[config.mk]
export PLATFORM = sky130hd
export DESIGN_NAME = fls_ctrl
export DESIGN_NICKNAME = d
export VERILOG_FILES = /design/src/hdl/fls_pkg.sv /design/src/hdl/fls_sync.sv /design/src/hdl/fls_ctrl.sv
export SDC_FILE = /design/constraint.sdc
export NUM_CORES = 1
export LEC_CHECK = 0
export ABC_AREA = 0
export BUFFER_PORTS_ARGS = -buffer_cell sky130_fd_sc_hd__buf_2
export CORE_ASPECT_RATIO = 0.8
export CORE_UTILIZATION = 30
export CTS_BUF_LIST = sky130_fd_sc_hd__clkbuf_2
export DETAILED_ROUTE_END_ITERATION = 6
export PLACE_DENSITY = 0.42
export REMOVE_ABC_BUFFERS = 1
export SYNTH_ARGS = -nofsm -noshare
export SYNTH_HDL_FRONTEND = slang
export SYNTH_SLANG_ARGS = --single-unit
[constraint.sdc]
create_clock -name clk_i -period 7.3 [get_ports clk_i]
set_clock_uncertainty 0.2 [all_clocks]
set_input_delay 0 -clock clk_i [delete_from_list [all_inputs] [get_ports clk_i]]
set_output_delay 0 -clock clk_i [all_outputs]
set_load 0.05 [all_outputs]
[src/hdl/fls_pkg.sv]
// Shared constants for the flash LED fault and sync controller.
// Assumes a 100 MHz system clock; cycle counts derive from it.
package fls_pkg;
  localparam int unsigned CLK_MHZ = 100;

  // Register byte addresses
  localparam logic [7:0] ADDR_TORCH  = 8'hA0;
  localparam logic [7:0] ADDR_FLASH  = 8'hB0;
  localparam logic [7:0] ADDR_DUR    = 8'hC0;
  localparam logic [7:0] ADDR_FLAGS  = 8'hD0;
  localparam logic [7:0] ADDR_CFG1   = 8'hE0;
  localparam logic [7:0] ADDR_CFG2   = 8'hF0;
  localparam logic [7:0] ADDR_GPIO   = 8'h20;
  localparam logic [7:0] ADDR_VINMON = 8'h80;

  // Reset values
  localparam logic [7:0] RST_TORCH  = 8'h50;
  localparam logic [7:0] RST_FLASH  = 8'h68;
  localparam logic [7:0] RST_DUR    = 8'h4F;
  localparam logic [7:0] RST_FLAGS  = 8'h40;
  localparam logic [7:0] RST_CFG1   = 8'h42;
  localparam logic [7:0] RST_CFG2   = 8'hF0;
  localparam logic [7:0] RST_GPIO   = 8'h80;
  localparam logic [7:0] RST_VINMON = 8'hF0;

  // Field positions
  localparam int FLASH_STR_BIT  = 7;
  localparam int CFG1_HWTORCH   = 7;
  localparam int CFG1_TX2_POL   = 6;
  localparam int CFG1_TX2_MODE  = 5;
  localparam int CFG1_NTC_MODE  = 3;
  localparam int CFG2_TX2_OFF   = 0;
  localparam int CFG2_NTC_OFF   = 1;
  localparam int CFG2_AET       = 2;
  localparam int CFG2_VIN_OFF   = 3;
  localparam int GPIO_G2_MODE   = 3;
  localparam int GPIO_G2_DIR    = 4;
  localparam int GPIO_G2_DATA   = 5;
  localparam int GPIO_G2_NTCOUT = 6;
  localparam int VINMON_EN      = 0;
  localparam int FLG_TIMEOUT    = 0;
  localparam int FLG_OVERTEMP   = 1;
  localparam int FLG_LEDFAULT   = 2;
  localparam int FLG_TX1        = 3;
  localparam int FLG_TX2        = 4;
  localparam int FLG_NTC        = 5;
  localparam int FLG_VIN        = 6;

  // Enable field codes, bits [1:0] of torch and flash registers
  localparam logic [1:0] EN_OFF   = 2'h0;
  localparam logic [1:0] EN_IND   = 2'h1;
  localparam logic [1:0] EN_TORCH = 2'h2;
  localparam logic [1:0] EN_FLASH = 2'h3;

  // Timing
  localparam int unsigned NTC_DEGLITCH_US = 250;
  localparam int unsigned SHORT_DELAY_US  = 250;
  localparam int unsigned OPEN_DELAY_US   = 2;
  localparam int unsigned RAMP_STEP_US    = 16;
  localparam int unsigned TIMEOUT_STEP_MS = 32;
  localparam int unsigned NTC_DEGLITCH_CYC = NTC_DEGLITCH_US * CLK_MHZ;
  localparam int unsigned SHORT_DELAY_CYC  = SHORT_DELAY_US * CLK_MHZ;
  localparam int unsigned OPEN_DELAY_CYC   = OPEN_DELAY_US * CLK_MHZ;
  localparam int unsigned RAMP_STEP_CYC    = RAMP_STEP_US * CLK_MHZ;
  localparam int unsigned MS_CYC           = 1000 * CLK_MHZ;

  typedef enum logic [1:0] {
    FLS_IDLE  = 2'b00,
    FLS_TORCH = 2'b01,
    FLS_FLASH = 2'b11,
    FLS_AET   = 2'b10
  } fls_state_t;
endpackage

[src/hdl/fls_sync.sv]
// Three-stage synchroniser for asynchronous pins and comparator levels.
// Assumes inputs may change at any time relative to clk_i.
`timescale 1ns/1ps
`default_nettype none
module fls_sync #(
  parameter int W = 1
) (
  // Clock and reset
  input  wire logic         clk_i,
  input  wire logic         resetn_i,
  // Data
  input  wire logic [W-1:0] d_i,
  output logic      [W-1:0] q_o
);
  typedef struct packed {
    logic [W-1:0] s1;
    logic [W-1:0] s2;
    logic [W-1:0] s3;
    logic [W-1:0] val;
  } fls_sync_st_t;

  fls_sync_st_t q;
  fls_sync_st_t n;

  always_comb begin
    n = q;
    n.s1 = d_i;
    n.s2 = q.s1;
    n.s3 = q.s2;
    // Accept a level only once stages two and three agree
    n.val = ((q.s2 ~^ q.s3) & q.s3) | ((q.s2 ^ q.s3) & q.val);
  end

  always_ff @(posedge clk_i or negedge resetn_i) begin
    if (!resetn_i) begin
      q <= '0;
    end else begin
      q <= n;
    end
  end

  assign q_o = q.val;
endmodule
`default_nettype wire

[src/hdl/fls_ctrl.sv]
// Flash LED control: mode sequencing, sync inputs, fault flags, pin mux.
// Assumes a serial-bus engine issues one-cycle register strobes and
// that pins and comparator levels arrive asynchronous to clk_i.
`timescale 1ns/1ps
`default_nettype none
module fls_ctrl #(
  parameter int unsigned NTC_DEGLITCH_CYC = fls_pkg::NTC_DEGLITCH_CYC,
  parameter int unsigned SHORT_DELAY_CYC  = fls_pkg::SHORT_DELAY_CYC,
  parameter int unsigned MS_CYC           = fls_pkg::MS_CYC
) (
  // Clock and reset
  input  wire logic       clk_i,
  input  wire logic       resetn_i,
  // Register access from the serial-bus engine
  input  wire logic       reg_wr_i,
  input  wire logic       reg_rd_i,
  input  wire logic [7:0] reg_addr_i,
  input  wire logic [7:0] reg_wdata_i,
  output logic      [7:0] reg_rdata_o,
  // Pins
  input  wire logic       hardware_enable_input_i,
  input  wire logic       strobe_i,
  input  wire logic       first_sync_input_i,
  input  wire logic       mf_pin_i,
  output logic            mf_pin_o,
  output logic            mf_pin_oe_n_o,
  // Analog comparators
  input  wire logic       thermistor_sense_i,
  input  wire logic       vin_low_i,
  input  wire logic       vin_recovered_i,
  input  wire logic       overtemp_i,
  input  wire logic       ovp_i,
  input  wire logic       short_a_i,
  input  wire logic       short_b_i,
  // Power stage control
  output logic            converter_on_o,
  output logic            voltage_mode_o,
  output logic            flash_sources_on_o,
  output logic            torch_scale_o,
  output logic      [3:0] led_level_o,
  output logic            indicator_on_o,
  output logic      [1:0] indicator_level_o,
  output logic            vin_monitor_en_o,
  output logic      [1:0] vin_threshold_sel_o
);
  localparam int DGW = $clog2(NTC_DEGLITCH_CYC + 1);
  localparam int SHW = $clog2(SHORT_DELAY_CYC + 1);
  localparam int MSW = $clog2(MS_CYC + 1);
  localparam int RPW = $clog2(fls_pkg::RAMP_STEP_CYC + 1);
  localparam int OPW = $clog2(fls_pkg::OPEN_DELAY_CYC + 1);

  typedef struct packed {
    logic [7:0] torch, flash, dur, cfg1, cfg2, gpio, vinmon, flags;
    fls_pkg::fls_state_t st;
    logic           str_flash;
    logic [MSW-1:0] ms_cnt;
    logic [10:0]    tmo_cnt;
    logic [RPW-1:0] ramp_cnt;
    logic [3:0]     level;
    logic           tbl;
    logic [DGW-1:0] ntc_cnt;
    logic [SHW-1:0] short_cnt;
    logic [OPW-1:0] open_cnt;
    logic           ntc_hold, ntc_seen, vin_hold, vin_seen, tx2_off;
    logic           strobe_p, tx1_p, tx2_p, ovt_p;
    logic [7:0]     rdata;
    logic           mf_o, mf_oe_n, conv, vmode, src_on, ind_on;
  } fls_st_t;

  fls_st_t q;
  fls_st_t n;

  logic [10:0] pin;
  logic hardware_enable_input, strobe, tx1, mf, ntc_in, vlow, vrec, overtemp_flag, ovp, shrt;
  logic rd_flags, tx1_mode, tx2_mode, tx2_act, ntc_mode, active;
  logic req_flash, req_torch, strobe_rise, tmo_hit, ntc_ok;
  logic kill, to_torch, n_tbl;
  logic [3:0] target;
  logic [7:0] sets;
  logic [10:0] limit;

  fls_sync #(
    .W (11)
  ) u_sync (
    .clk_i    (clk_i),
    .resetn_i (resetn_i),
    .d_i      ({short_b_i, short_a_i, ovp_i, overtemp_i, vin_recovered_i, vin_low_i,
                thermistor_sense_i, mf_pin_i, first_sync_input_i, strobe_i,
                hardware_enable_input_i}),
    .q_o      (pin)
  );

  always_comb begin
    n = q;
    {shrt, ovp, overtemp_flag, vrec, vlow, ntc_in, mf, tx1, strobe, hardware_enable_input} =
      {pin[10] | pin[9], pin[8:0]};
    rd_flags = reg_rd_i && (reg_addr_i == fls_pkg::ADDR_FLAGS);
    tx1_mode = !q.cfg1[fls_pkg::CFG1_HWTORCH];
    tx2_mode = q.cfg1[fls_pkg::CFG1_TX2_MODE] && !q.gpio[fls_pkg::GPIO_G2_MODE];
    tx2_act  = tx2_mode && (q.cfg1[fls_pkg::CFG1_TX2_POL] ? mf : !mf);
    ntc_mode = q.cfg1[fls_pkg::CFG1_NTC_MODE];
    active   = (q.st != fls_pkg::FLS_IDLE);
    req_flash = (q.torch[1:0] == fls_pkg::EN_FLASH) || (q.flash[1:0] == fls_pkg::EN_FLASH);
    req_torch = (q.torch[1:0] == fls_pkg::EN_TORCH) || (q.flash[1:0] == fls_pkg::EN_TORCH) ||
                (!tx1_mode && tx1);
    strobe_rise = strobe && !q.strobe_p;
    limit   = {1'b0, 5'(q.dur[4:0] + 5'h1), 5'h00} | {(q.dur[4:0] == 5'h1F), 10'h000};
    tmo_hit = (q.tmo_cnt == limit);
    ntc_ok  = (q.ntc_cnt == DGW'(NTC_DEGLITCH_CYC));

    // Persistence counters for thermistor trip and LED faults
    n.ntc_cnt = (ntc_mode && ntc_in) ? (ntc_ok ? q.ntc_cnt : q.ntc_cnt + DGW'(1)) : '0;
    n.short_cnt = (active && shrt) ? ((q.short_cnt == SHW'(SHORT_DELAY_CYC)) ? q.short_cnt
                  : q.short_cnt + SHW'(1)) : '0;
    n.open_cnt = (active && ovp) ? ((q.open_cnt == OPW'(fls_pkg::OPEN_DELAY_CYC)) ? q.open_cnt
                 : q.open_cnt + OPW'(1)) : '0;

    sets = '0;
    sets[fls_pkg::FLG_OVERTEMP] = overtemp_flag && !q.ovt_p;
    sets[fls_pkg::FLG_LEDFAULT] = active && ((q.open_cnt == OPW'(fls_pkg::OPEN_DELAY_CYC)) ||
                                  (q.short_cnt == SHW'(SHORT_DELAY_CYC)));
    sets[fls_pkg::FLG_TX1] = tx1_mode && tx1 && !q.tx1_p;
    sets[fls_pkg::FLG_TX2] = tx2_act && !q.tx2_p;
    sets[fls_pkg::FLG_NTC] = ntc_mode && active && ntc_ok;
    sets[fls_pkg::FLG_VIN] = q.vinmon[fls_pkg::VINMON_EN] && vlow;
    sets[fls_pkg::FLG_TIMEOUT] = (q.st == fls_pkg::FLS_FLASH) && tmo_hit;

    // Holds that keep current reduced until software has read the flags and, for thermistor and input voltage, the fault has cleared
    n.ntc_seen = (q.ntc_seen || (rd_flags && q.ntc_hold)) && q.ntc_hold;
    n.ntc_hold = sets[fls_pkg::FLG_NTC] || (q.ntc_hold && !(q.ntc_seen && !ntc_in));
    n.vin_seen = (q.vin_seen || (rd_flags && q.vin_hold)) && q.vin_hold;
    n.vin_hold = sets[fls_pkg::FLG_VIN] || (q.vin_hold && !(q.vin_seen && vrec));
    n.tx2_off = (tx2_act && (q.st == fls_pkg::FLS_FLASH) && q.cfg2[fls_pkg::CFG2_TX2_OFF]) ||
                (q.tx2_off && !rd_flags);

    // Register writes; flags are read-only
    if (reg_wr_i) begin
      if (reg_addr_i == fls_pkg::ADDR_TORCH) begin
        n.torch = reg_wdata_i;
      end else if (reg_addr_i == fls_pkg::ADDR_FLASH) begin
        n.flash = reg_wdata_i;
      end else if (reg_addr_i == fls_pkg::ADDR_DUR) begin
        n.dur = reg_wdata_i;
      end else if (reg_addr_i == fls_pkg::ADDR_CFG1) begin
        n.cfg1 = reg_wdata_i;
      end else if (reg_addr_i == fls_pkg::ADDR_CFG2) begin
        n.cfg2 = reg_wdata_i;
      end else if (reg_addr_i == fls_pkg::ADDR_GPIO) begin
        n.gpio = reg_wdata_i;
      end else if (reg_addr_i == fls_pkg::ADDR_VINMON) begin
        n.vinmon = reg_wdata_i;
      end
    end

    // Mode sequencing; a flash always ends with all sources off
    n.ms_cnt = (q.ms_cnt == MSW'(MS_CYC - 1)) ? '0 : q.ms_cnt + MSW'(1);
    if (q.ms_cnt == MSW'(MS_CYC - 1)) begin
      n.tmo_cnt = q.tmo_cnt + 11'h001;
    end
    case (q.st)
      fls_pkg::FLS_IDLE, fls_pkg::FLS_TORCH: begin
        n.st = req_torch ? fls_pkg::FLS_TORCH : fls_pkg::FLS_IDLE;
        if (strobe_rise || req_flash) begin
          n.st = (strobe_rise && tx1 && q.cfg2[fls_pkg::CFG2_AET]) ?
                 fls_pkg::FLS_AET : fls_pkg::FLS_FLASH;
          n.str_flash = strobe_rise;
          n.ms_cnt = '0;
          n.tmo_cnt = '0;
        end
      end
      fls_pkg::FLS_FLASH: begin
        if (tmo_hit || (q.str_flash && !q.flash[fls_pkg::FLASH_STR_BIT] && !strobe)) begin
          n.st = fls_pkg::FLS_IDLE;
          n.torch[1:0] = fls_pkg::EN_OFF;
          n.flash[1:0] = fls_pkg::EN_OFF;
          n.cfg1[fls_pkg::CFG1_HWTORCH] = 1'b0;
        end else if (!q.str_flash && !req_flash) begin
          n.st = fls_pkg::FLS_IDLE;
        end else if (strobe_rise && !q.flash[fls_pkg::FLASH_STR_BIT]) begin
          n.ms_cnt = '0;
          n.tmo_cnt = '0;
        end
      end
      default: begin
        // Untimed torch held by the strobe
        if (!strobe) begin
          n.st = fls_pkg::FLS_IDLE;
          n.flash[1:0] = fls_pkg::EN_OFF;
          n.torch[1:0] = fls_pkg::EN_OFF;
        end
      end
    endcase

    // Flags: set beats the read clear; a new flash clears timeout
    n.flags = rd_flags ? 8'h00 : q.flags;
    if ((q.st != fls_pkg::FLS_FLASH) && (n.st == fls_pkg::FLS_FLASH)) begin
      n.flags[fls_pkg::FLG_TIMEOUT] = 1'b0;
    end
    n.flags = n.flags | sets;

    if (!hardware_enable_input) begin
      n.flags = 8'h00;
      n.st = fls_pkg::FLS_IDLE;
      n.torch[1:0] = fls_pkg::EN_OFF;
      n.flash[1:0] = fls_pkg::EN_OFF;
      n.ntc_hold = 1'b0;
      n.vin_hold = 1'b0;
      n.tx2_off = 1'b0;
    end

    n.strobe_p = strobe;
    n.tx1_p = tx1;
    n.tx2_p = tx2_act;
    n.ovt_p = overtemp_flag;

    // Current-source action from the highest-priority condition
    kill = overtemp_flag || q.tx2_off || (q.ntc_hold && q.cfg2[fls_pkg::CFG2_NTC_OFF]) ||
           (q.vin_hold && q.cfg2[fls_pkg::CFG2_VIN_OFF]) ||
           ((n.st == fls_pkg::FLS_FLASH) && tx2_act && q.cfg2[fls_pkg::CFG2_TX2_OFF]);
    to_torch = (tx1_mode && tx1) || (tx2_act && !q.cfg2[fls_pkg::CFG2_TX2_OFF]) ||
               q.ntc_hold || q.vin_hold;
    n.src_on = (n.st != fls_pkg::FLS_IDLE) && !kill;
    n_tbl = (n.st != fls_pkg::FLS_FLASH) || to_torch;
    target = n_tbl ? {1'b0, q.torch[5:3]} : q.flash[6:3];
    n.tbl = n_tbl;
    if (!n.src_on) begin
      n.level = 4'h0;
      n.ramp_cnt = '0;
    end else if (n_tbl && !q.tbl) begin
      n.level = target;
    end else if (n_tbl != q.tbl) begin
      n.level = 4'h0;
      n.ramp_cnt = '0;
    end else if (q.level > target) begin
      n.level = target;
    end else if (q.level < target) begin
      if (q.ramp_cnt == RPW'(fls_pkg::RAMP_STEP_CYC - 1)) begin
        n.ramp_cnt = '0;
        n.level = q.level + 4'h1;
      end else begin
        n.ramp_cnt = q.ramp_cnt + RPW'(1);
      end
    end

    n.ind_on = !n.cfg1[fls_pkg::CFG1_NTC_MODE] && !overtemp_flag &&
               ((n.torch[1:0] == fls_pkg::EN_IND) || (n.flash[1:0] == fls_pkg::EN_IND));
    n.vmode = n.torch[2] || n.flash[2] ||
              (!n.cfg1[fls_pkg::CFG1_TX2_MODE] && !n.gpio[fls_pkg::GPIO_G2_MODE] && mf);
    n.conv = (n.vmode || n.src_on || n.ind_on) && !overtemp_flag;

    // Multi-function pin drive; open drain only pulls low
    n.mf_o = 1'b0;
    n.mf_oe_n = 1'b1;
    if (n.gpio[fls_pkg::GPIO_G2_MODE] && n.gpio[fls_pkg::GPIO_G2_DIR]) begin
      if (n.gpio[fls_pkg::GPIO_G2_NTCOUT] && n.cfg1[fls_pkg::CFG1_NTC_MODE]) begin
        n.mf_oe_n = !n.flags[fls_pkg::FLG_NTC];
      end else begin
        n.mf_o = n.gpio[fls_pkg::GPIO_G2_DATA];
        n.mf_oe_n = 1'b0;
      end
    end

    if (reg_rd_i) begin
      if (reg_addr_i == fls_pkg::ADDR_TORCH) begin
        n.rdata = q.torch;
      end else if (reg_addr_i == fls_pkg::ADDR_FLASH) begin
        n.rdata = q.flash;
      end else if (reg_addr_i == fls_pkg::ADDR_DUR) begin
        n.rdata = q.dur;
      end else if (reg_addr_i == fls_pkg::ADDR_FLAGS) begin
        n.rdata = q.flags;
      end else if (reg_addr_i == fls_pkg::ADDR_CFG1) begin
        n.rdata = q.cfg1;
      end else if (reg_addr_i == fls_pkg::ADDR_CFG2) begin
        n.rdata = q.cfg2;
      end else if (reg_addr_i == fls_pkg::ADDR_GPIO) begin
        n.rdata = {q.gpio[7:6], q.gpio[fls_pkg::GPIO_G2_DIR] ? q.gpio[5] : mf, q.gpio[4:0]};
      end else if (reg_addr_i == fls_pkg::ADDR_VINMON) begin
        n.rdata = q.vinmon;
      end else begin
        n.rdata = 8'h00;
      end
    end
  end

  always_ff @(posedge clk_i or negedge resetn_i) begin
    if (!resetn_i) begin
      q <= '0;
      q.torch <= fls_pkg::RST_TORCH;
      q.flash <= fls_pkg::RST_FLASH;
      q.dur <= fls_pkg::RST_DUR;
      q.flags <= fls_pkg::RST_FLAGS;
      q.cfg1 <= fls_pkg::RST_CFG1;
      q.cfg2 <= fls_pkg::RST_CFG2;
      q.gpio <= fls_pkg::RST_GPIO;
      q.vinmon <= fls_pkg::RST_VINMON;
      q.mf_oe_n <= 1'b1;
      q.tbl <= 1'b1;
    end else begin
      q <= n;
    end
  end

  assign reg_rdata_o = q.rdata;
  assign mf_pin_o = q.mf_o;
  assign mf_pin_oe_n_o = q.mf_oe_n;
  assign converter_on_o = q.conv;
  assign voltage_mode_o = q.vmode;
  assign flash_sources_on_o = q.src_on;
  assign torch_scale_o = q.tbl;
  assign led_level_o = q.level;
  assign indicator_on_o = q.ind_on;
  assign indicator_level_o = q.torch[7:6];
  assign vin_monitor_en_o = q.vinmon[fls_pkg::VINMON_EN];
  assign vin_threshold_sel_o = q.vinmon[2:1];
endmodule
`default_nettype wire

Word-level counts from Yosys, hierarchy flattened

Index checks and enable logic that the tools add are counted.
Widths: inputs -> output; s select.

Register bits after elaboration: 216
Input port bits: 31
Output and inout port bits: 24

Add/subtract/negate cells: 8
$lt $le $gt $ge: 2
Equal/unequal tests: 36
Multiplexer cells: 72
Bitwise logic cells: 14
Reduce and logical (&&, ||, !) cells: 110

Operator list:

| cell                  | number |
|---|---|
| $mux 8                | 18 |
| $mux 15               | 7 |
| $mux 28               | 3 |
| $eq 8x8->1 const B    | 8 |
| $pmux 28 s2           | 1 |
| $mux 51               | 1 |
| $logic_and 1x1->1     | 49 |
| $mux 48               | 1 |
| $mux 11               | 4 |
| $mux 40               | 1 |
| $mux 32               | 1 |
| $mux 31               | 1 |
| $add 15x1->15 const B | 2 |
| $eq 15x15->1 const B  | 2 |
| $logic_or 1x1->1      | 24 |
| $mux 24               | 1 |
| $logic_not 1->1       | 23 |
| $add 11x1->11 const B | 2 |
| $and 11x11->11        | 2 |
| $mux 2                | 10 |
| $add 17x1->17 const B | 1 |
| $eq 17x17->1 const B  | 1 |
| $mux 17               | 1 |
| $mux 16               | 1 |
| other kinds (38)      | 77 |

Longest topological paths before layout

Gate-level depths: netlist of run 1.

Depth after elaboration: 21
Depth in mapped cells: 16
Depth with buffers taken out: 15

By module

From an unflattened synthesis of run 1, not the netlist that was laid out.

Cells, all modules: 949
Area total of the unflattened synthesis: 10376.2 sq um

Modules (own cells, without submodules):

| module   | instances | cells each | area an instance (sq um) | sequential area each (sq um) |
|---|---|---|---|---|
| fls_ctrl | 1         | 872        | 8972.4                   | 4309.1 |
| fls_sync | 1         | 77         | 1403.8                   | 1101.1 |

Worst setup path after synthesis of run 1

OpenSTA, ideal clock, no wires.

Path kind: register to register
From: register q[148] (netlist name)
To: register q (netlist bit led_level_o[2])
Library setup time: 0.066 ns
Arrival time: 3.835 ns
Data required time: 7.034 ns
Slack: 3.199 ns
Stages on the path, launching flop included: 16
Period minus slack after synthesis: 4.101 ns
Cells stage by stage: dfstp_2 > ha_1 > and3_1 > ha_1 > xnor2_1 > nand4_1 > nor4_2 > o31ai_2 > mux2i_1 > ha_1 > nor2b_1 > o211ai_1 > a31oi_1 > or3b_1 > a311oi_1 > o311a_1

Cells in the longest elaborated chain, start to end: 15
Elaborated cells between the ends (all ways): 29
Those cells by class: add/sub: 1; order compare: 2; eq/ne: 7; mux: 8; bitwise: 1; reduce/logical: 10

RTL lines:

| what                                                         | line                             | RTL |
|---|---|---|
| start, declared                                              | fls_ctrl.sv:70                   | `fls_st_t q;` |
| start signal, assigned                                       | fls_ctrl.sv:300                  | `q <= n;` |
| $add 5x1->5 / $eq 5x5->1 (equally long branches)             | fls_ctrl.sv:107                  | `limit = {1'b0, 5'(q.dur[4:0] + 5'h1), 5'h00} \| {(q.dur[4:0] == 5'h1F), 10'h000};` |
| $or 10x11->11 *                                              | fls_ctrl.sv:107                  |  |
| $eq 11x11->1 *                                               | fls_ctrl.sv:108                  | `tmo_hit = (q.tmo_cnt == limit);` |
| $logic_or 1x1->1 *                                           | fls_ctrl.sv:172                  | `if (tmo_hit \|\| (q.str_flash && !q.flash[fls_pkg::FLASH_STR_BIT] && !strobe)) begin` |
| $mux 2 *                                                     | fls_ctrl.sv:172                  |  |
| $pmux 2 s2 *                                                 | fls_ctrl.sv:160                  | `case (q.st)` |
| $mux 10 *                                                    | fls_ctrl.sv:201                  | `if (!hardware_enable_input) begin` |
| $ne 2x2->1 / $eq 2x2->1 (equally long branches)              | fls_ctrl.sv:223, fls_ctrl.sv:219 |  |
| $logic_or 1x1->1 / $logic_and 1x1->1 (equally long branches) | fls_ctrl.sv:223, fls_ctrl.sv:219 |  |
| $mux 4 / $logic_and 1x1->1 (equally long branches)           | fls_ctrl.sv:224, fls_ctrl.sv:219 |  |
| $gt 4x4->1 / $logic_or 1x1->1 (equally long branches)        | fls_ctrl.sv:234, fls_ctrl.sv:218 |  |
| $mux 4 / $logic_not 1->1 (equally long branches)             | fls_ctrl.sv:234, fls_ctrl.sv:222 |  |
| $mux 15 / $logic_and 1x1->1 (equally long branches)          | fls_ctrl.sv:231, fls_ctrl.sv:222 |  |
| $mux 4 / $ne 5x1->1 (equally long branches)                  | -                                |  |
| $mux 15 / $reduce_and 2->1 (equally long branches)           | -                                |  |

Every way passes the cells marked *; elsewhere a longest branch is shown, timed or not.
A chain may end at the register's enable or synchronous reset.

Worst setup path in the final report of run 1

From: register q[149] (netlist name)
To: register q[68] (netlist name)

Cells in the longest elaborated chain, start to end: 15
Elaborated cells between the ends (all ways): 29
Those cells by class: add/sub: 1; order compare: 2; eq/ne: 8; mux: 7; bitwise: 1; reduce/logical: 10

RTL lines:

| what                                                               | line |
|---|---|
| $add 5x1->5 / $eq 5x5->1 (equally long branches)                   | fls_ctrl.sv:107 |
| $or 10x11->11 *                                                    | fls_ctrl.sv:107 |
| $eq 11x11->1 *                                                     | fls_ctrl.sv:108 |
| $logic_or 1x1->1 *                                                 | fls_ctrl.sv:172 |
| $mux 2 *                                                           | fls_ctrl.sv:172 |
| $pmux 2 s2 *                                                       | fls_ctrl.sv:160 |
| $mux 10 *                                                          | fls_ctrl.sv:201 |
| parallel branches: the longest is 8 deep, another holds $lt 4x4->1 | - |

Mark *: on every way between the ends. The select of a mux whose other input is x is not followed.

==> results of run 1 <==
-- path summary, 6_finish.rpt --
check / startpoint / end / slack [ps]
min in group asynchronous: resetn_i / torch_scale_o$_DFF_PN1_ / 120
hold / removal: u_sync.n[29]$_DFF_PN0_ / u_sync.n[18]$_DFF_PN0_ / 100
hold reg to reg: u_sync.n[29]$_DFF_PN0_ / u_sync.n[18]$_DFF_PN0_ / 100
setup reg to reg: q[149]$_DFFE_PN1P_ / q[68]$_DFFE_PN0P_ / 2370
setup / recovery: q[149]$_DFFE_PN1P_ / q[68]$_DFFE_PN0P_ / 2370
max in group asynchronous: resetn_i / q[20]$_DFF_PN0_ / 6030
-- synthesized netlist by cell type, types with 6 or more instances --
master,count,area [um^2]
dfrtp_1,191,4780
nor2_1,106,398
nand2_1,68,255
mux2_2,56,631
nand3_1,48,240
a21oi_1,42,210
xor2_1,33,289
ha_1,29,363
inv_1,29,109
xnor2_1,28,245
o21ai_0,27,135
dfstp_2,24,631
clkbuf_1,20,75.1
and3_1,19,119
buf_4,16,120
nor2b_1,12,75.1
a21o_1,11,82.6
a22oi_1,11,82.6
mux2i_1,10,100
nand4_1,9,56.3
nor3_1,9,45.0
a31oi_1,8,50.1
nand2b_1,8,50.1
or3_1,8,50.1
and2_1,7,43.8
nand3b_1,6,45.0
-- state kept, by name (all words and copies together) (netlist names) --
name,flops
vin_threshold_sel_o,2
reg_rdata_o,8
ntc_mode,1
mf_pin_oe_n_o,1
led_level_o,4
u_sync.q,11
converter_on_o,1
mf_pin_o,1
u_sync.q_o,11
torch_scale_o,1
q,146
indicator_level_o,2
indicator_on_o,1
flash_sources_on_o,1
u_sync.n,22
voltage_mode_o,1
vin_monitor_en_o,1
-- per-layer routing --
metal / GRT usage, % / part of all wire [%]
met1: 24.9 / 54
met2: 21.2 / 40
met3: 3.36 / 4.9
met4: 4.96 / 1.8
met5: 0 / 0
-- area by class of cell --
class                           count  area [um^2]
Multi-Input combinational cell    649         4430
Clock buffer                       80          400
Timing Repair Buffer              141         1150
Fill cell                        3379        20800
Antenna cell                        2         5.00
Inverter                           29          109
Sequential cell                   215         5410
Clock inverter                     20         83.8
Tap cell                          427          534
-- per-stage QoR --
stage	total power (uW)	setup slack (ps)	hold slack, ps	area [um^2]
after floorplan	1460	3200	-496	9950
after global placement	1580	2340	-91.9	10800
after detailed placement	1570	2240	-90.7	10800
after CTS	2460	2220	5.98	12100
after global routing	2560	1740	66.0	12100
final	2390	2370	105	12100
-- power groups by stage --
stage | logic (uW) | registers (uW) | clock network, uW
CTS | 285 | 1300 | 874
global route | 313 | 1310 | 936
floorplan | 124 | 1330 | 0
global placement | 255 | 1320 | 0
detailed placement | 252 | 1320 | 0
finish | 280 | 1300 | 816
-- worst register-to-register path, cell delays in order, from the launching register on --
cell	delay (ps)
dfstp_2	570
ha_1	180
and3_1	160
ha_1	230
xnor2_1	150
nand4_1	120
nor4_2	630
o31ai_2	310
mux2i_1	290
ha_1	280
nor2b_1	130
o211ai_1	280
a21oi_1	190
nor3_1	800
nand3b_1	170
a21oi_1	170
-- cell families (layout without fill, tap and decap cells) --
family	Yosys count	in the layout
AND/OR/NAND/NOR	343	343
adder cells (fa/ha/maj)	29	29
other	0	2
multiplexers	69	69
buffers and inverters	67	270
AO/OA/AOI/OAI	146	146
flip-flops	215	215
XOR/XNOR	62	62
==> results.ini, run 1 <==
[clock_network]
cts_tree = done
htree_levels = 2
post_cts_buffers = 0
cts_sinks = 215
cts-resized-gates = 0
numCtsBuffers = 57
clkLatencyLatePin_ps = 930
ctsHoldBuffers = 81
root_buffer = clkbuf_2
cts_buffer_depth = 3
path_clk_slew_ps = 110

[global_route]
antenna_found_initial = 1
gr-total-overflow = 0
grt_pass1_wl_mm = 43.6
grtUsageTotal_pct = 15.9
grt_start_max_net_pins = 98
first_global_vias = 7764

[critical_path]
crit_chain = ha_1 -> and3_1 -> ha_1 -> xnor2_1 -> nand4_1 -> nor4_2 -> o31ai_2 -> mux2i_1 -> ha_1 -> nor2b_1 -> o211ai_1 -> a21oi_1 -> nor3_1 -> nand3b_1 -> a21oi_1
arrival_ps = 5500
cpMostUsedCell = ha_1
path_max_fanout = 9
slowest_delay_ps = 800
critPathTopFamily = simple AND/OR/NAND/NOR gates
startpoint_type = flip-flop
required_ps = 7870
cp_num_buf_inv = 0
cp_slowest_cell = nor3_1
path_depth = 15
worst_setup_path_end_kind = flip-flop
reg2regPathDepth = 15
path_class = flip-flop to flip-flop

[timing]
worstMarginPinSlew_ps = 1200
final-setup-viol-count = 0
hold_viol = 0
rsz0062_at_grt = false
slew_headroom_pct = 19.5
drv_slew = 0
period_needed_ps = 4930
fin_tns_setup_ps = 0
timing.fmax_mhz = 203
finalCritPeriodShare_pct = 67.5

[min_path]
hold-path-cell-count = 0
hp-class = flip-flop to flip-flop

[layout]
drive_gt1_share_pct = 21.6
area.growth.synth_to_final_pct = 19.3
final_cells = 1563
fin_util_pct = 36.8
final_nets = 1153
layout_common_cells = dfrtp_1, nor2_1, clkbuf_2, dlygate4sd3_1, nand2_1
final_common_cell = dfrtp_1

[die]
die-height_um = 167
num_rows = 59
core_area_um2 = 32900
fp.dieArea_um2 = 34600
die_x_um = 208
pin_count = 55
start_util_pct = 30.9

[detailed_routing]
drt_iter0_markers = 452
vias_per_cell = 4.83
routedWlPerCell_um = 17.1
first_pass_iters = 5
wl_mm = 26.7
drtAntennaViolNets = 0
drc = 0
vias = 7545

[logic_synthesis]
synth-edff-count = 0
synth-simple-area-share_pct = 17.2
ys_warn_count = 0
synth_flop_cell = dfrtp_1
syn-instance-count = 931
synth_area_um2 = 10200
avgSynthCellArea_um2 = 10.9
ys_seq_area_share_pct = 53.2
synth_top_family_by_area = simple AND/OR/NAND/NOR gates
async_reset_ff_share_pct = 100
synth_compound_area_share_pct = 9.64
ys_ff_latch = 215
synthMuxAreaShare_pct = 7.66
synth_cell_types = 76
synth_xor_area_share_pct = 5.47
synthAdderAreaFrac_pct = 3.57

[pwr]
p_sw_uw = 740
power_frac_comb_pct = 11.7
pwr-share-clk_pct = 34.1
swShare_pct = 30.9
power-per-cell-area_nw_per_um2 = 197
intPower_uw = 1650
leakage_uw = 0.00540
peakVddDrop_mv = 0.103
seqPwrFrac_pct = 54.2

[place]
port_buffers = 54
gp_congestion = 0.771
dp_cells = 1380
dpl.hpwl_mm = 17.2

[flow_run]
cap_viol_max_count = 0

[status]
outcome = complete, no violations

(Power assumes the default switching activity.)
==> run 2, diff against run 1 <==
- clock period: 7.3 -> 5.2 ns (I/O delays scaled with it)
==> run 2 against run 1 <==
Effect of this change: non-clock buffer count grew 8; total power grew 44%; global-route usage shrank 0.24 points; die area stayed put; sequential share of layout area shrank 0.47 points; flip-flop and latch count unchanged; critical endpoint is now led_level_o[2]$_DFFE_PN0P_; critical path type unchanged; combinational power up 46%; critical path depth stayed put; core utilization increased by 0.40 points; largest power group unchanged; register-to-register slack got worse by 1900 ps; setup slack got worse by 1900 ps.
==> results.ini, run 2 (synthesized netlist as in run 1, its figures left out) <==
[status]
outcome = complete, no violations

[global_route]
antenna_found_initial = 1  ; unchanged
grt_pass1_wl_mm = 43.0  ; -1.5%
first_global_vias = 7715  ; -0.63%
grt_start_max_net_pins = 123  ; +26%
grtUsageTotal_pct = 15.6  ; -0.24 points
gr-total-overflow = 0  ; unchanged

[layout]
largest_reg_flops = 146  ; unchanged
fillers = 3338  ; -1.2%
top_register = q
drive_gt1_share_pct = 22.6  ; +0.96 points
area.growth.synth_to_final_pct = 20.5
final_common_cell = dfrtp_1
final_cells = 1577  ; +0.90%
final_nets = 1162  ; +0.78%
layout_common_cells = dfrtp_1, nor2_1, clkbuf_2, dlygate4sd3_1, nand2_1

[timing]
rsz0062_at_grt = false
hold_viol = 0  ; unchanged
worstMarginPinSlew_ps = 1210  ; +14.3 ps
period_needed_ps = 4760  ; -170 ps
final-setup-viol-count = 0  ; unchanged
timing.fmax_mhz = 210  ; +3.6%
slew_headroom_pct = 18.5  ; -0.96 points
drv_slew = 0  ; unchanged
fin_tns_setup_ps = 0  ; unchanged
finalCritPeriodShare_pct = 91.5  ; +24 points

[place]
dpl.hpwl_mm = 17.1  ; -0.85%
dp_cells = 1381  ; +0.072%
port_buffers = 54  ; unchanged
gp_congestion = 0.758  ; -1.7%

[pwr]
peakVddDrop_mv = 0.145  ; +41%
power-per-cell-area_nw_per_um2 = 282  ; +43%
leakage_uw = 0.00549  ; +1.7%

[clock_network]
cts_sinks = 215  ; unchanged
clkLatencyLatePin_ps = 970  ; +40 ps
path_clk_slew_ps = 110  ; about the same
htree_levels = 2  ; unchanged
cts-resized-gates = 0  ; unchanged
ctsHoldBuffers = 88  ; +8.6%
root_buffer = clkbuf_2
numCtsBuffers = 58  ; +1.8%
cts_buffer_depth = 3  ; unchanged
cts_tree = done
post_cts_buffers = 0  ; unchanged

[die]
fp.dieArea_um2 = 34600  ; unchanged
die-height_um = 167  ; unchanged
die_x_um = 208  ; unchanged
core_area_um2 = 32900  ; unchanged
pin_count = 55  ; unchanged
num_rows = 59  ; unchanged
start_util_pct = 30.9  ; unchanged

[detailed_routing]
vias = 7641  ; +1.3%
drt_iter0_markers = 552  ; +22%
wl_mm = 26.4  ; -1.1%
drtAntennaViolNets = 0  ; unchanged
drc = 0  ; unchanged
vias_per_cell = 4.85  ; +0.37%
first_pass_iters = 5  ; unchanged
routedWlPerCell_um = 16.7  ; -2.0%

[critical_path]
reg2reg_from = q[148]$_DFFE_PN1P_
arrival_ps = 5380  ; -120 ps
path_max_fanout = 8  ; -1
crit_start = q[148]$_DFFE_PN1P_
r2r_end = led_level_o[2]$_DFFE_PN0P_
path_class = flip-flop to flip-flop
startpoint_type = flip-flop
required_ps = 5820  ; -2050 ps
endpoint = led_level_o[2]$_DFFE_PN0P_
worst_setup_path_end_kind = flip-flop
reg2regPathDepth = 15  ; unchanged
reg2reg_slack_ps = 440  ; -1930 ps

[flow_run]
cap_viol_max_count = 0  ; unchanged

[min_path]
hp-class = primary input to flip-flop

-- run 2: cell count changes in the layout (fill, tap and decap cells not counted) --
cell           change
clkinv_1           -7
dlygate4sd3_1      +7
clkinvlp_4         -2
inv_2              +1
clkbuf_2          +13
clkinv_2           -1
inv_6              +2
buf_12             +1
-- run 2: how the worst min path moves through the flow --
stage,cells past startpoint,slack [ps],end,startpoint
6_report,4,130,vin_threshold_sel_o[0]$_DFFE_PN0P_,reg_wr_i
5_1_grt,4,90,q[120]$_DFFE_PN1P_,reg_wr_i
4_1_cts,4,8,vin_threshold_sel_o[0]$_DFFE_PN0P_,reg_wr_i
3_5_place_dp,1,-110,q[102]$_DFF_PN0_,resetn_i
3_3_place_gp,1,-110,q[102]$_DFF_PN0_,resetn_i
2_1_floorplan,0,-500,converter_on_o$_DFF_PN0_,resetn_i
-- run 2: worst max-delay path, stage by stage, from the launching register on --
cell      delay [ps]
dfstp_2          580
ha_1             190
and3_1           160
ha_1             230
xnor2_1          150
nand4_1          120
nor4_2           600
o31ai_2          290
mux2i_1          270
ha_1             270
nor2b_1          130
o211ai_1         290
a31oi_1          260
or3b_1           410
a311oi_1         300
o311a_1          220
-- run 2: metrics by stage --
stage               hold slack (ps)  util (%)  power, uW  area (um^2)  setup WS (ps)
finish                          126      37.2       3450        12300            442
global route                   89.5      37.2       3670        12300            115
CTS                            8.26      37.2       3530        12300            430
detailed placement             -110      32.9       2210        10800            437
global placement               -106      32.9       2220        10800            654
floorplan                      -496         -       2040         9950           1100
-- run 2: area by class of cell --
cell class	instances	area, um^2	area share, %
clock buffer	93	465	3.80
clock inverter	13	58.8	0.480
multi-input combinational	649	4430	36.2
timing repair buffer	149	1240	10.1
sequential	215	5410	44.1
antenna	2	5.00	0.0408
inverter	29	109	0.888
tap	427	534	4.36
-- run 2: routing by layer --
metal  global-route usage, %  wire [um]  part of all wire (%)
met3                    3.22       1430                   5.4
met4                    5.25        640                   2.4
met2                    21.2      10300                    39
met5                       0          0                     0
met1                    24.2      14000                    53
-- run 2: report_power, final --
part	switching (uW)	total (uW)	internal [uW]
combinational	247	408	162
sequential	64.9	1820	1750
clock	750	1230	477
==> run 3, diff against run 2 <==
- SYNTH_HIERARCHICAL: default -> 1
==> run 3 against run 2 <==
Effect of this change: count of clock-buffer cells in the layout fell by 10; routed wire length is 0.44% lower; clock power fell by 4%; largest cell class unchanged.
==> results.ini, run 3 <==
[layout]
largest_reg_flops = 146  ; unchanged
top_register = q
layout_common_cells = dfrtp_1, nor2_1, clkbuf_2, dlygate4sd3_1, buf_2
drive_gt1_share_pct = 22.7  ; +0.18 points
final_common_cell = dfrtp_1
final_nets = 1143  ; -1.6%
area.growth.synth_to_final_pct = 17.6
final_area_um2 = 12200  ; -0.48%

[timing]
period_needed_ps = 4670  ; -84.7 ps
finalCritPeriodShare_pct = 89.9  ; -1.6 points
slew_headroom_pct = 29.2  ; +11 points
worstMarginPinSlew_ps = 1060  ; -153 ps
timing.fmax_mhz = 214  ; +1.8%
fin_tns_setup_ps = 0  ; unchanged
hold_viol = 0  ; unchanged
rsz0062_at_grt = false
fin_ws_ps = 527  ; +84.7 ps
drv_slew = 0  ; unchanged
final-setup-viol-count = 0  ; unchanged

[clock_network]
htree_levels = 2  ; unchanged
cts_sinks = 215  ; unchanged
path_clk_slew_ps = 110  ; about the same
clkLatencyLatePin_ps = 900  ; -70 ps
cts_buffer_depth = 3  ; unchanged
root_buffer = clkbuf_2
numCtsBuffers = 57  ; -1.7%
cts_tree = done

[logic_synthesis]
synth_most_common_cell = dfrtp_1
synth.top_cell.area_share_pct = 46.1  ; -0.93 points
synth_area_leaders = dfrtp_1, dfstp_2, mux2_2, nor2_1, xor2_1
ys_seq_area_share_pct = 52.1  ; -1.1 points
ys_top_cells_by_count = dfrtp_1, nor2_1, mux2_2
ys_warn_count = 6  ; +6
synth_top_cell_by_area = dfrtp_1
async_reset_ff_share_pct = 100  ; unchanged
synth_area_um2 = 10400  ; +2.0%
synth-edff-count = 0  ; unchanged
ys_ff_latch = 215  ; unchanged
syn-instance-count = 949  ; +1.9%
synth_cell_types = 78  ; +2.6%
synth_flop_cell = dfrtp_1
avgSynthCellArea_um2 = 10.9  ; about the same

[flow_run]
cap_viol_max_count = 0  ; unchanged

[status]
outcome = complete, no violations

[die]
die_x_um = 210  ; +1.0%
start_util_pct = 30.6  ; -0.25 points
num_rows = 60  ; +1.7%
pin_count = 55  ; unchanged
core_area_um2 = 33900  ; +2.8%
die-height_um = 168  ; +0.99%
fp.dieArea_um2 = 35300  ; +2.0%

[detailed_routing]
first_pass_iters = 4  ; -1
routedWlPerCell_um = 16.5  ; -1.6%
wl_mm = 26.3  ; -0.44%
drtAntennaViolNets = 0  ; unchanged
vias = 7705  ; +0.84%
vias_per_cell = 4.83  ; -0.36%
drc = 0  ; unchanged
drt_iter0_markers = 501  ; -9.2%

[critical_path]
reg2reg_slack_ps = 530  ; +80 ps
worst_setup_path_end_kind = flip-flop
startpoint_type = flip-flop
required_ps = 5740  ; -80 ps
arrival_ps = 5210  ; -170 ps
path_max_fanout = 5  ; -3
path_class = flip-flop to flip-flop

[global_route]
grt.busiest_layer = met1
antenna_found_initial = 1  ; unchanged
grt_start_max_net_pins = 130  ; +5.7%
gr-total-overflow = 0  ; unchanged
grtUsageMet2_pct = 22.2  ; +1.0 points
first_global_vias = 7702  ; -0.17%
use_met1_pct = 22.7  ; -1.6 points
grtUsageTotal_pct = 15.4  ; -0.23 points
global_route.usage.met3_pct = 3.47  ; +0.24 points
grt_pass1_wl_mm = 43.0  ; about the same

[pwr]
peakVddDrop_mv = 0.116  ; -20%
intPower_uw = 2340  ; -1.9%
swShare_pct = 31.3  ; +0.56 points
power_frac_comb_pct = 12.4  ; +0.6 points
seqPwrFrac_pct = 53.1  ; +0.5 points
leakage_uw = 0.00543  ; -1.1%
p_sw_uw = 1070  ; +0.66%
power-per-cell-area_nw_per_um2 = 280  ; -0.66%
pwr-share-clk_pct = 34.6  ; -0.9 points

[place]
port_buffers = 54  ; unchanged
dpl.hpwl_mm = 16.9  ; -1.1%
dp_slack_ps = 581  ; +144 ps
gp_congestion = 0.753  ; -0.65%
place_area_um2 = 11000  ; +1.1%

[min_path]
hp-class = primary input to flip-flop

## run 3: changes by cell type after synthesis, sizes merged, moves of 6 or more
cell / delta
nand4: +13
inv: +6
mux2: -6
a21oi: -7
o21ai: +9
a311oi: +6
xor2: +9
nor2: +9
nand3: -9
nand2: -24
buf: +20
## run 3: logic make-up after synthesis
family	after synthesis	synth area share, %
simple gates	320	16.5
xor+xnor	65	5.49
fa+ha+maj	29	3.50
buf+inv	92	4.57
compound gates	164	11.0
flops	215	52.1
mux	64	6.80
## run 3: timing repair
| action | 4_1_cts | 5_1_grt |
|---|---|---|
| buffers inserted | 0 | 0 |
| gates resized for setup | 0 | 0 |
| endpoints found under the hold margin | 305 | 0 |
| hold buffers | 72 | 0 |
## run 3: per-layer routing
metal	vias up	wire (um)
met5	-	0
met4	0	562
met3	54	1210
met2	148	11200
met1	3833	13300
li1	3670	-
## run 3: power groups by stage
stage | Sequential, uW | Clock (uW) | Combinational [uW]
floorplan | 1860 | 0 | 194
global route | 1820 | 1350 | 472
detailed placement | 1840 | 0 | 386
CTS | 1810 | 1260 | 429
global placement | 1850 | 0 | 385
finish | 1810 | 1180 | 422
## run 3: layout make-up
class,count,area (um^2)
fillers,3482,21700
flip-flops and latches,215,5410
multi-input cells,642,4490
repair buffers,132,1080
well taps,465,582
clock buffers,83,415
inverters,35,131
clock inverters,23,92.6
diodes,1,2.50
## run 3: worst paths after layout
kind                                         from                    endpoint  cells past startpoint
max in group asynchronous                resetn_i             q[91]$_DFF_PN0_                      5
setup / recovery               q[148]$_DFFE_PN1P_  led_level_o[1]$_DFFE_PN0P_                     16
hold / removal                         overtemp_i      u_sync/n[29]$_DFF_PN0_                      3
setup reg to reg               q[148]$_DFFE_PN1P_  led_level_o[1]$_DFFE_PN0P_                     16
min in group asynchronous                resetn_i  led_level_o[0]$_DFFE_PN0P_                      5
hold reg to reg            u_sync/n[26]$_DFF_PN0_      u_sync/n[15]$_DFF_PN0_                      0
## run 3: critical path, stage by stage, from the launching register on
cell and delay (ps):
dfstp_2 580, ha_1 190, and3_1 160, ha_1 230, xnor2_1 160, nand3_1 140
nor4_4 390, o21ai_1 220, nand2_1 190, mux2_1 340, ha_1 180, nor2b_1 100
o211ai_1 150, a31oi_1 410, or4bb_1 520, o311a_1 130, a311oi_1 240
## run 3: stage by stage
step	power (uW)	instances	utilization [%]	hold WS, ps
global placement	2230	1417	32.4	-148
detailed placement	2230	1417	32.4	-145
CTS	3500	1595	36.0	4.43
finish	3410	1596	36.0	125
global route	3650	1596	36.0	45.6
floorplan	2060	892	-	-496
